==> src/gec_pkg.sv <==
// Purpose: Shared constants and types for the gesture entry and exit control.
// Assumes: Single 25 MHz clock domain; synchronous active high reset.
// Notes:   Register offsets are byte addresses on the register port.
package gec_pkg;

  localparam logic [7:0] ENTRY_THR_ADDR = 8'ha0;
  localparam logic [7:0] EXIT_THR_ADDR  = 8'ha1;
  localparam logic [7:0] CONFIG_ONE_ADDR = 8'ha2;

  localparam logic [7:0] ENTRY_THR_RESET = 8'h00;
  localparam logic [7:0] EXIT_THR_RESET  = 8'h00;
  localparam logic [7:0] CONFIG_ONE_RESET = 8'h00;

  localparam int FIFO_SEL_MSB = 7;
  localparam int FIFO_SEL_LSB = 6;
  localparam int MASK_MSB     = 5;
  localparam int MASK_LSB     = 2;
  localparam int PERS_MSB     = 1;
  localparam int PERS_LSB     = 0;

  localparam logic [5:0] FIFO_NEED_0 = 6'h01;
  localparam logic [5:0] FIFO_NEED_1 = 6'h04;
  localparam logic [5:0] FIFO_NEED_2 = 6'h08;
  localparam logic [5:0] FIFO_NEED_3 = 6'h10;

  localparam logic [2:0] PERS_NEED_0 = 3'h1;
  localparam logic [2:0] PERS_NEED_1 = 3'h2;
  localparam logic [2:0] PERS_NEED_2 = 3'h4;
  localparam logic [2:0] PERS_NEED_3 = 3'h7;

  typedef enum logic [0:0] {
    GEC_IDLE   = 1'b0,
    GEC_ACTIVE = 1'b1
  } gec_state_type;

  // One dataset from the four directional diodes.
  typedef struct packed {
    logic [7:0] up;
    logic [7:0] down;
    logic [7:0] left;
    logic [7:0] right;
  } gec_dir_type;

  function automatic logic [5:0] gec_fifo_need(input logic [1:0] sel);
    logic [5:0] need;
    case (sel)
      2'h0:    need = FIFO_NEED_0;
      2'h1:    need = FIFO_NEED_1;
      2'h2:    need = FIFO_NEED_2;
      default: need = FIFO_NEED_3;
    endcase
    return need;
  endfunction

  function automatic logic [2:0] gec_pers_need(input logic [1:0] sel);
    logic [2:0] need;
    case (sel)
      2'h0:    need = PERS_NEED_0;
      2'h1:    need = PERS_NEED_1;
      2'h2:    need = PERS_NEED_2;
      default: need = PERS_NEED_3;
    endcase
    return need;
  endfunction

endpackage

==> src/gec_top.sv <==
// Purpose: Gesture engine entry and exit control with its three registers.
// Assumes: Register port and sensor inputs come from logic on clk_in.
// Notes:   Register reads return data one cycle after the read strobe.
module gec_top (
  // Clock and reset.
  input  wire logic                clk_in,
  input  wire logic                reset_in,
  // Register port.
  input  wire logic                reg_wr_in,
  input  wire logic                reg_rd_in,
  input  wire logic [7:0]          reg_addr_in,
  input  wire logic [7:0]          reg_wdata_in,
  output logic      [7:0]          reg_rdata_out,
  // Proximity result.
  input  wire logic                prox_valid_in,
  input  wire logic [7:0]          proximity_result_in,
  // Directional datasets.
  input  wire logic                dir_valid_in,
  input  wire gec_pkg::gec_dir_type dir_data_in,
  // FIFO level and gesture mode control.
  input  wire logic [5:0]          fifo_level_in,
  input  wire logic                gesture_int_enable_in,
  input  wire logic                gesture_mode_clear_in,
  // Results.
  output logic                     gesture_active_flag_out,
  output logic                     gesture_int_out
);

  logic [7:0]              entry_thr_r;
  logic [7:0]              exit_thr_r;
  logic [7:0]              config_one_r;
  logic [7:0]              rdata_r;
  gec_pkg::gec_state_type  state_r;
  logic                    int_r;
  logic                    entry_hit;
  logic                    exit_pulse;
  logic [5:0]              fifo_need;
  logic                    active;

  assign active = (state_r == gec_pkg::GEC_ACTIVE);

  // Register writes; the stored value is kept exactly as written.
  always_ff @(posedge clk_in) begin
    if (reset_in) begin
      entry_thr_r  <= gec_pkg::ENTRY_THR_RESET;
      exit_thr_r   <= gec_pkg::EXIT_THR_RESET;
      config_one_r <= gec_pkg::CONFIG_ONE_RESET;
    end else if (reg_wr_in) begin
      if (reg_addr_in == gec_pkg::ENTRY_THR_ADDR) begin
        entry_thr_r <= reg_wdata_in;
      end else if (reg_addr_in == gec_pkg::EXIT_THR_ADDR) begin
        exit_thr_r <= reg_wdata_in;
      end else if (reg_addr_in == gec_pkg::CONFIG_ONE_ADDR) begin
        config_one_r <= reg_wdata_in;
      end
    end
  end

  // Register reads; unmapped addresses return zero.
  always_ff @(posedge clk_in) begin
    if (reset_in) begin
      rdata_r <= 8'h00;
    end else if (reg_rd_in) begin
      if (reg_addr_in == gec_pkg::ENTRY_THR_ADDR) begin
        rdata_r <= entry_thr_r;
      end else if (reg_addr_in == gec_pkg::EXIT_THR_ADDR) begin
        rdata_r <= exit_thr_r;
      end else if (reg_addr_in == gec_pkg::CONFIG_ONE_ADDR) begin
        rdata_r <= config_one_r;
      end else begin
        rdata_r <= 8'h00;
      end
    end
  end

  // A single qualifying proximity sample starts a gesture.
  assign entry_hit = prox_valid_in &&
                     (proximity_result_in >= entry_thr_r);

  gec_exit_detect u_exit (
    .clk_in       (clk_in),
    .reset_in     (reset_in),
    .active_in    (active),
    .dir_valid_in (dir_valid_in),
    .dir_data_in  (dir_data_in),
    .exit_thr_in  (exit_thr_r),
    .exit_mask_in (config_one_r[gec_pkg::MASK_MSB:gec_pkg::MASK_LSB]),
    .exit_pers_in (config_one_r[gec_pkg::PERS_MSB:gec_pkg::PERS_LSB]),
    .exit_out     (exit_pulse)
  );

  // Gesture state; a host clear ends an active gesture, but in idle it is ignored and an entry hit still starts one.
  always_ff @(posedge clk_in) begin
    if (reset_in) begin
      state_r <= gec_pkg::GEC_IDLE;
    end else begin
      case (state_r)
        gec_pkg::GEC_IDLE: begin
          if (entry_hit) begin
            state_r <= gec_pkg::GEC_ACTIVE;
          end
        end
        gec_pkg::GEC_ACTIVE: begin
          if (gesture_mode_clear_in || exit_pulse) begin
            state_r <= gec_pkg::GEC_IDLE;
          end
        end
        default: begin
          state_r <= gec_pkg::GEC_IDLE;
        end
      endcase
    end
  end

  // FIFO level interrupt.
  assign fifo_need = gec_pkg::gec_fifo_need(
    config_one_r[gec_pkg::FIFO_SEL_MSB:gec_pkg::FIFO_SEL_LSB]);

  always_ff @(posedge clk_in) begin
    if (reset_in) begin
      int_r <= 1'b0;
    end else begin
      int_r <= gesture_int_enable_in && (fifo_level_in >= fifo_need);
    end
  end

  assign reg_rdata_out           = rdata_r;
  assign gesture_active_flag_out = active;
  assign gesture_int_out         = int_r;
endmodule

==> src/gec_exit_detect.sv <==
// Purpose: Gesture end detection with mask and exit persistence counting.
// Assumes: Datasets arrive as one-cycle valid pulses on the same clock.
// Notes:   The exit pulse comes one cycle after the qualifying dataset.
module gec_exit_detect (
  // Clock and reset.
  input  wire logic                clk_in,
  input  wire logic                reset_in,
  // Dataset and settings.
  input  wire logic                active_in,
  input  wire logic                dir_valid_in,
  input  wire gec_pkg::gec_dir_type dir_data_in,
  input  wire logic [7:0]          exit_thr_in,
  input  wire logic [3:0]          exit_mask_in,
  input  wire logic [1:0]          exit_pers_in,
  // Result.
  output logic                     exit_out
);

  logic [31:0] dir_vec;
  logic [3:0]  below;
  logic        end_det;
  logic [2:0]  need;
  logic [2:0]  cnt_r;
  logic [2:0]  cnt_nxt;
  logic        exit_r;

  assign dir_vec = dir_data_in;

  // Each unmasked diode must sit below the threshold; bit 0 is right.
  genvar i;
  generate
    for (i = 0; i < 4; i++) begin : g_dir
      assign below[i] = exit_mask_in[i] |
                        (dir_vec[8*i +: 8] < exit_thr_in);
    end
  endgenerate

  // A zero threshold never yields a gesture end.
  assign end_det = (exit_thr_in != 8'h00) & (&below);
  assign need    = gec_pkg::gec_pers_need(exit_pers_in);
  assign cnt_nxt = 3'(cnt_r + 3'h1);

  // Consecutive gesture end counter.
  always_ff @(posedge clk_in) begin
    if (reset_in || !active_in) begin
      cnt_r  <= 3'h0;
      exit_r <= 1'b0;
    end else begin
      exit_r <= 1'b0;
      if (dir_valid_in) begin
        if (!end_det) begin
          cnt_r <= 3'h0;
        end else if (cnt_nxt == need) begin
          cnt_r  <= 3'h0;
          exit_r <= 1'b1;
        end else begin
          cnt_r <= cnt_nxt;
        end
      end
    end
  end

  assign exit_out = exit_r;
endmodule

==> config.mk <==
export PLATFORM = sky130hd
export DESIGN_NAME = gec_top
export DESIGN_NICKNAME = d
export VERILOG_FILES = /design/src/gec_pkg.sv /design/src/gec_top.sv /design/src/gec_exit_detect.sv
export SDC_FILE = /design/constraint.sdc
export NUM_CORES = 1
export LEC_CHECK = 0
export BUFFER_PORTS_ARGS = -buffer_cell sky130_fd_sc_hd__buf_2
export CORE_AREA = 5 5 79 81
export CTS_CLUSTER_SIZE = 10
export DETAILED_ROUTE_END_ITERATION = 8
export DIE_AREA = 0 0 84 86
export GPL_TIMING_DRIVEN = 1
export MAX_ROUTING_LAYER = met4
export PLACE_DENSITY = 0.91
export SETUP_SLACK_MARGIN = 0.02
export SLEW_MARGIN = 0
export SYNTH_ARGS = -nofsm -noshare
export SYNTH_HDL_FRONTEND = slang
export SYNTH_HIERARCHICAL = 1
export SYNTH_SLANG_ARGS = --single-unit
==> constraint.sdc <==
create_clock -name clk_in -period 2.6 [get_ports clk_in]
set_input_delay 0.26 -clock clk_in [delete_from_list [all_inputs] [get_ports clk_in]]
set_output_delay 0.26 -clock clk_in [all_outputs]
set_load 0.02 [all_outputs]
Yosys cells after proc, flatten, opt, wreduce, memory -nomap -nowiden
Index checks and enable logic that the tools add are counted.

storage, ports and cells
  bits in registers = 38
  input port bits = 70
  output and inout port bits = 10
  word-level logic and storage cells = 57

cells by class
  $add $sub $neg = 1
  order comparisons = 6
  equal/unequal tests = 8
  multiplexer cells = 11
  bitwise gates (word level) = 10
  reductions and logical operators = 13

operators by type and width
  kind                                                  count
  < comparator 8 bit                                    4
  equality test 8 bit (second input constant)           3
  two-way mux 8 bit                                     3
  one-hot mux 5 bit (3 select lines)                    1
  one-hot mux 3 bit (3 select lines)                    1
  >= comparator 8 bit                                   1
  AND reduction 4 bit                                   2
  nonzero test 8 bit                                    1
  >= comparator 6 bit                                   1
  two-way mux 3 bit                                     2
  inverter 1 bit                                        5
  equality test 2 x 1 -> 1 bit (second input constant)  2
  equality test 2 bit (second input constant)           2
  logical NOT 2 bit                                     2
  bitwise OR 1 bit                                      4
  adder 3 x 1 -> 3 bit (second input constant)          1
  equality test 3 bit                                   1
  two-way mux 1 bit                                     3
  AND reduction 3 bit                                   1
  OR reduction 3 bit                                    1
  logical AND 1 bit                                     2
  logical OR 1 bit                                      2
  one-hot mux 1 bit (2 select lines)                    1
  AND reduction 2 bit                                   1
  2 further kinds                                       2

Depth between registers and ports, before layout
Gate-level depths: netlist of run 1.

  depth in word-level cells = 6
  mapped depth = 8
  mapped depth without buffers = 8

Cells and area by module
Netlist of run 1, hierarchy kept.

by module, submodules not included
  module           times used  cells an instance  area each (µm²)  seq. area each (µm²)
  gec_top          1           188                1,803.0          680.7
  gec_exit_detect  1           111                963.4            80.1

Least setup slack after synthesis of run 1
No wires, ideal clock.

  kind = register to register
  from = reg exit_thr_r[1]
  to = reg u_exit.cnt_r[2]
  library setup time = 0.073 ns
  arrival = 1.931 ns
  data required time = 2.527 ns
  slack = 0.596 ns
  cell stages (with the launch flop) = 8
  buffers on the path = 0
  period minus slack after synthesis = 2.004 ns
  cell sequence = dfxtp_1 -> inv_1 -> ha_1 -> a2111oi_2 -> o22a_2 -> o211ai_2 -> or4b_4 -> o211ai_2

between the ends
  word-level cells in the longest chain between the ends = 5
  elaborated cells on any way between the ends = 12
  classes of those cells = 4 x order compare; 1 x mux; 5 x bitwise; 2 x reduce/logical

ends and longest elaborated chain
  item                    RTL line               text
  from (decl)             gec_top.sv:30          logic [7:0] exit_thr_r;
  from (signal assigned)  gec_top.sv:46          exit_thr_r <= gec_pkg::EXIT_THR_RESET;
  from (signal assigned)  gec_top.sv:52          exit_thr_r <= reg_wdata_in;
  < comparator 8 bit      gec_exit_detect.sv:34  (dir_vec[8*i +: 8] < exit_thr_in);
  bitwise OR 1 bit        gec_exit_detect.sv:33  assign below[i] = exit_mask_in[i] |
  AND reduction 4 bit     gec_exit_detect.sv:39  assign end_det = (exit_thr_in != 8'h00) & (&below);
  AND 1 bit *             gec_exit_detect.sv:39
  two-way mux 3 bit *     gec_exit_detect.sv:51  if (!end_det) begin
  to (signal assigned)    gec_exit_detect.sv:57  cnt_r <= cnt_nxt;
  to (decl)               gec_exit_detect.sv:23  logic [2:0] cnt_r;

Mark *: on every way between the ends. The rest lies on a longest branch, timed or not.
A chain may end at the register's enable or synchronous reset.

Final worst setup path of run 1
Ends and elaborated chain as after synthesis.

==> out/results.ini, run 1 <==
[synthesis]
synth.avg_cell_area_um2=9.25
synth_area_leaders=dfxtp_1, ha_1, mux2i_1
syn_inst=299
synth-compound-area-share=0.142
yosysMostFrequentCell=ha_1
synth_top_area_cell=dfxtp_1
synthMuxAreaShare=0.116
ys_seq_elements=38
syn_area_mm2=0.00277
seq_area_frac_synth=0.275
syn_nets=413
ys_types=50
synthAdderAreaFrac=0.199
synthArstFlopShare=0
synth_edf_count=0
synth_top_family_by_area=adder cells
synth_xor_area_frac=0.0127
yosysWarningCount=6
synthSimpleGateAreaFrac=0.191
synth_top_area_share=0.275
synthFlopType=dfxtp_1
synth_common_cells=ha_1, dfxtp_1, nor2_1

[place]
hpwl_mm=5.35
port_buffers=79
place_congestion=0.817

[layout]
layout-drive-gt1-share=0.268
fin_util=0.611
nets=490
syn_to_final_growth_pct=19.4
n_antenna_cell=0

[cts]
clock_latency_ns=0.29
cts_root_buffer=clkbuf_8
cts_tree=built
postCtsSetupRepairBufs=0
cts_hold_buf=0
path_clk_slew_ns=0.08
h-tree-depth=2
cts_resized=0
clk_path_buf_depth=2
cts_buffers=5
cts.sinks=38

[grt]
use_met2=0.320
overflow=0
grt_antenna_before_repair=0
grt_pass1_wl_mm=11.2
top_usage_layer=met2
grt_max_degree=37
grt_util_met3=0.0423
use_met1=0.246
grt_usage=0.195
grt_pass1_vias=2456

[detailed_routing]
drc_errors=0
ant_nets=0
drt_wl_total_mm=6.56
drt-initial-drc-count=136
vias=2429
via_per_inst=5.41
wl_per_cell_um=14.6
firstDrtPassIters=4

[worst_setup_path]
reg2reg_setup_slack_ns=0.36
required_ns=2.82
start_kind=flop
slowest_delay_ns=0.58
crit_arrival_ns=2.47
reg2reg_from=exit_thr_r[1]
cp_max_fo=4
r2r_end=u_exit/cnt_r[2]
critPathSlowestCell=or4b_4
crit_top_cell=o211ai_2
rr_worst_depth=7
end_kind=flop
path_cells=inv_1, ha_1, a2111oi_2, o22a_2, o211ai_2, or4b_4, o211ai_2
critical_path_class=flop to flop
startpoint=exit_thr_r[1]

[sta]
min_period_ns=2.24
finalSetupViolCount=0
clock.fmax_ghz=0.446
worst_pin_slew_ns=0.612
setup-tns-final_ns=0
rsz0062_at_grt=no
slew_viol_final=0
max_slew_margin=0.592
period_share=0.863
hold_viol_final=0
final.setup_skew_ns=0.00736

[power]
cellPowerDensity_mw_per_mm2=414
peakVddDrop_v=0.000406
p_leak_nw=1.53

[hold_path]
whs_path_depth=3
hold_class=input port to flop
holdPathEnd=gesture_active_flag_out
hold_path_startpoint=prox_valid_in

[floorplanning]
io_pins=80
rows=27
die_h_um=86
core-area_mm2=0.00541
initial_utilization=0.512
fp.dieArea_mm2=0.00722
die_x_um=84

[job]
cap_violations=0

[outcome]
status=finished, final reports clean

per-layer routing:
layer,vias to the layer above,wire [µm],part of all wire
li1,1238,-,-
met1,1103,2930,0.45
met2,84,3090,0.47
met3,4,504,0.077
met4,0,40,0.0061
met5,-,0,0
metrics by stage:
stage          total power, mW  cells  instance area, µm²  hold WS [ns]  setup slack [ns]
6_report                  1.37    449                3300         0.219             0.356
5_1_grt                   1.43    449                3300         0.217             0.190
4_1_cts                   1.38    449                3300         0.208             0.371
3_5_place_dp             0.776    441                3160         0.455             0.397
3_3_place_gp             0.769    441                3160         0.435             0.477
2_1_floorplan            0.699    299                2770         0.404             0.596
flip-flops by register name, summed over array words and instances, names as in the netlist:
signal,count
config_one_r,8
entry_thr_r,8
exit_thr_r,8
gesture_active_flag_out,1
gesture_int_out,1
reg_rdata_out,8
u_exit/cnt_r,3
u_exit/exit_out,1
worst max path at each step:
stage | endpoint | slack [ns] | cells past startpoint
finish | u_exit/cnt_r[2] | 0.36 | 7
global route | u_exit/cnt_r[2] | 0.19 | 7
CTS | u_exit/cnt_r[2] | 0.37 | 7
detailed placement | u_exit/cnt_r[2] | 0.40 | 7
global placement | u_exit/cnt_r[2] | 0.48 | 7
floorplan | u_exit/cnt_r[2] | 0.60 | 7
report_power, final:
part | switching (mW) | internal (mW)
combinational | 0.0887 | 0.0879
clock | 0.219 | 0.384
sequential | 0.00204 | 0.584
total | 0.309 | 1.06
critical path: cells and delay by family (launching register included):
family	cells	cell delay, ns
fa+ha+maj	1	0.31
buf+inv	1	0.13
compound gates	4	0.76
simple gates	1	0.58
flops	1	0.39
cells by family after synthesis:
kind of cell	count (synthesis)
mux	32
fa+ha+maj	44
simple gates	94
flops	38
buf+inv	32
xor+xnor	4
compound gates	55
cell usage in the layout, fill, tap and decap left out, drive strengths merged, types with 3 or more instances in the layout:
cell	n
buf	80
ha	44
dfxtp	38
nor2	35
mux2i	32
inv	22
a21oi	17
nand2b	13
nand3	10
nand2	8
o2bb2ai	8
o21ai	8
clkbuf	5
nand4	5
nor2b	4
or4	4
a211oi	3
nor3	3
nand3b	3
xnor2	3
nor3b	3
final cells by class:
type	instances	area (µm²)
clock buffer	5	68.8
sequential	38	761
timing repair buffer	80	403
tap	72	90.1
multi-input combinational	229	1830
inverter	22	82.6
clock inverter	3	68.8
fill	464	2100
No activity file was read; power rests on OpenSTA's default activity.
==> inputs of run 2 (changes only) <==
CORE_AREA = 5 5 83 85   (was 5 5 79 81)
DIE_AREA = 0 0 88 90   (was 0 0 84 86)
PLACE_DENSITY = 0.87   (was 0.91)
clock period = 2 ns   (was 2.6 ns; I/O delays follow)
==> run 2 against run 1 <==
- the flow now finishes with violations (setup timing)
- utilization decreased by 1.7 points
- via count increased by 6.0%
- clock power increased by 31%
- critical path depth increased by 1
- final cell count increased by 4.0%
- global-route usage decreased by 1.2 points
- maximum frequency increased by 9.8%
- design area increased by 10%
- register-to-register slack got worse by 0.40 ns
- sequential power increased by 30%
- highest routed layer unchanged
==> out/results.ini, run 2 (same netlist as run 1, synthesis figures left out) <==
[outcome]
status=complete, but fails checks
violations=setup timing

[worst_setup_path]
path_cells=inv_4, ha_4, a21oi_2, nor2_2, nor3_2, o221ai_2, or4b_4, o211ai_2
cp_top_family=simple AND/OR/NAND/NOR gates
rr_worst_depth=8
start_kind=flop
cp_num_cells=8
critPathSlowestCell=or4b_4
end_kind=flop
crit_buf_inv=1
crit_arrival_ns=2.27
required_ns=2.23
cp_max_fo=4
slowest_delay_ns=0.59
critical_path_class=flop to flop

[place]
port_buffers=79
hpwl_mm=5.62
place_congestion=0.865
place_area_mm2=0.00327
placed_cells=459

[cts]
cts_tree=built
cts_root_buffer=clkbuf_8
path_clk_slew_ns=0.09
clk_path_buf_depth=2
h-tree-depth=2
cts.sinks=38
cts_hold_buf=0
postCtsSetupRepairBufs=0
cts_buffers=5
clock_latency_ns=0.30

[grt]
use_met1=0.236
overflow=0
use_met2=0.293
grt_antenna_before_repair=0
grt_usage=0.183
grt_pass1_vias=2455
grt_pass1_wl_mm=11.3
top_usage_layer=met2
grt_max_degree=36
grt_util_met3=0.0338

[layout]
nets=503
n_antenna_cell=0
layout-drive-gt1-share=0.385
final_cells=467
syn_to_final_growth_pct=31.7
n_fill_cell=507
final_cell_mix=buf_2, nor2_1, dfxtp_1, mux2i_1, ha_1
fin_util=0.594
final_common_cell=buf_2
design_area_mm2=0.00364

[floorplanning]
core-area_mm2=0.00613
io_pins=80
rows=29
die_x_um=88
fp.dieArea_mm2=0.00792
die_h_um=90
initial_utilization=0.451

[sta]
period_share=1.02
max_slew_margin=0.689
finalSetupViolCount=3
setup_ws_ns=-0.0434
slew_viol_final=0
worst_pin_slew_ns=0.465
final.setup_skew_ns=0.0119
rsz0062_at_grt=yes
clock.fmax_ghz=0.489
setup-tns-final_ns=-0.0511
hold_viol_final=0
min_period_ns=2.04

[power]
power_mw=1.84
internal_power_mw=1.40
cellPowerDensity_mw_per_mm2=504
p_leak_nw=1.64
p_comb_frac=0.156
p_switching_mw=0.435
switching_share=0.237
pwr-share-clk=0.429
peakVddDrop_v=0.000342
pwr-share-seq=0.415

[detailed_routing]
wl_per_cell_um=16.4
vias=2575
firstDrtPassIters=4
drt-initial-drc-count=179
ant_nets=0
drt_wl_total_mm=7.66
via_per_inst=5.51
drc_errors=0

[job]
cap_violations=0

[hold_path]
whs_path_depth=3
hold_class=input port to flop

[run 2: cell count changes in the layout (fill, tap and decap cells not counted), sizes merged]
cell,delta
buf,+13
[run 2: power by group through the flow]
stage          sequential (mW)  combinational [mW]  clock, mW
6_report                 0.762               0.287      0.788
2_1_floorplan            0.783               0.126          0
3_3_place_gp             0.780               0.228          0
4_1_cts                  0.762               0.247      0.796
5_1_grt                  0.762               0.313      0.833
3_5_place_dp             0.780               0.238          0
[run 2: worst min-delay path: stages]
cell     delay [ns]
buf_2          0.10
mux2i_1        0.06
nor2_1         0.07
[run 2: repair_timing]
| item | CTS | global route |
|---|---|---|
| endpoints found under the hold margin | 0 | 0 |
| pin swaps | 9 | 16 |
| endpoints found under the setup margin | 3 | 3 |
| gates resized for setup | 15 | 28 |
[run 2: through the flow]
step,hold WS [ns],setup WS [ns]
floorplan,0.344,0.0402
global placement,0.437,-0.0152
detailed placement,0.455,-0.101
CTS,0.159,-0.0363
global route,0.172,-0.139
finish,0.173,-0.0434
[run 2: routing by layer]
metal	vias to the layer above	part of all wire
met5	-	0
met4	0	0.028
met3	28	0.059
met2	86	0.49
met1	1202	0.43
li1	1259	-
[run 2: final timing paths]
check / start / endpoint / slack, ns
setup / recovery: exit_thr_r[5] / u_exit/cnt_r[2] / -0.04
hold / removal: reg_wdata_in[2] / entry_thr_r[2] / 0.17
setup reg to reg: exit_thr_r[5] / u_exit/cnt_r[2] / -0.04
hold reg to reg: reg_rdata_out[5] / reg_rdata_out[5] / 0.47
[run 2: final cells by class]
type / count / area [µm²] / area share
multi-input combinational: 229 / 2050 / 0.562
sequential: 38 / 767 / 0.211
timing repair buffer: 93 / 500 / 0.137
tap: 77 / 96.3 / 0.0265
inverter: 22 / 92.6 / 0.0254
clock buffer: 5 / 68.8 / 0.0189
clock inverter: 3 / 68.8 / 0.0189
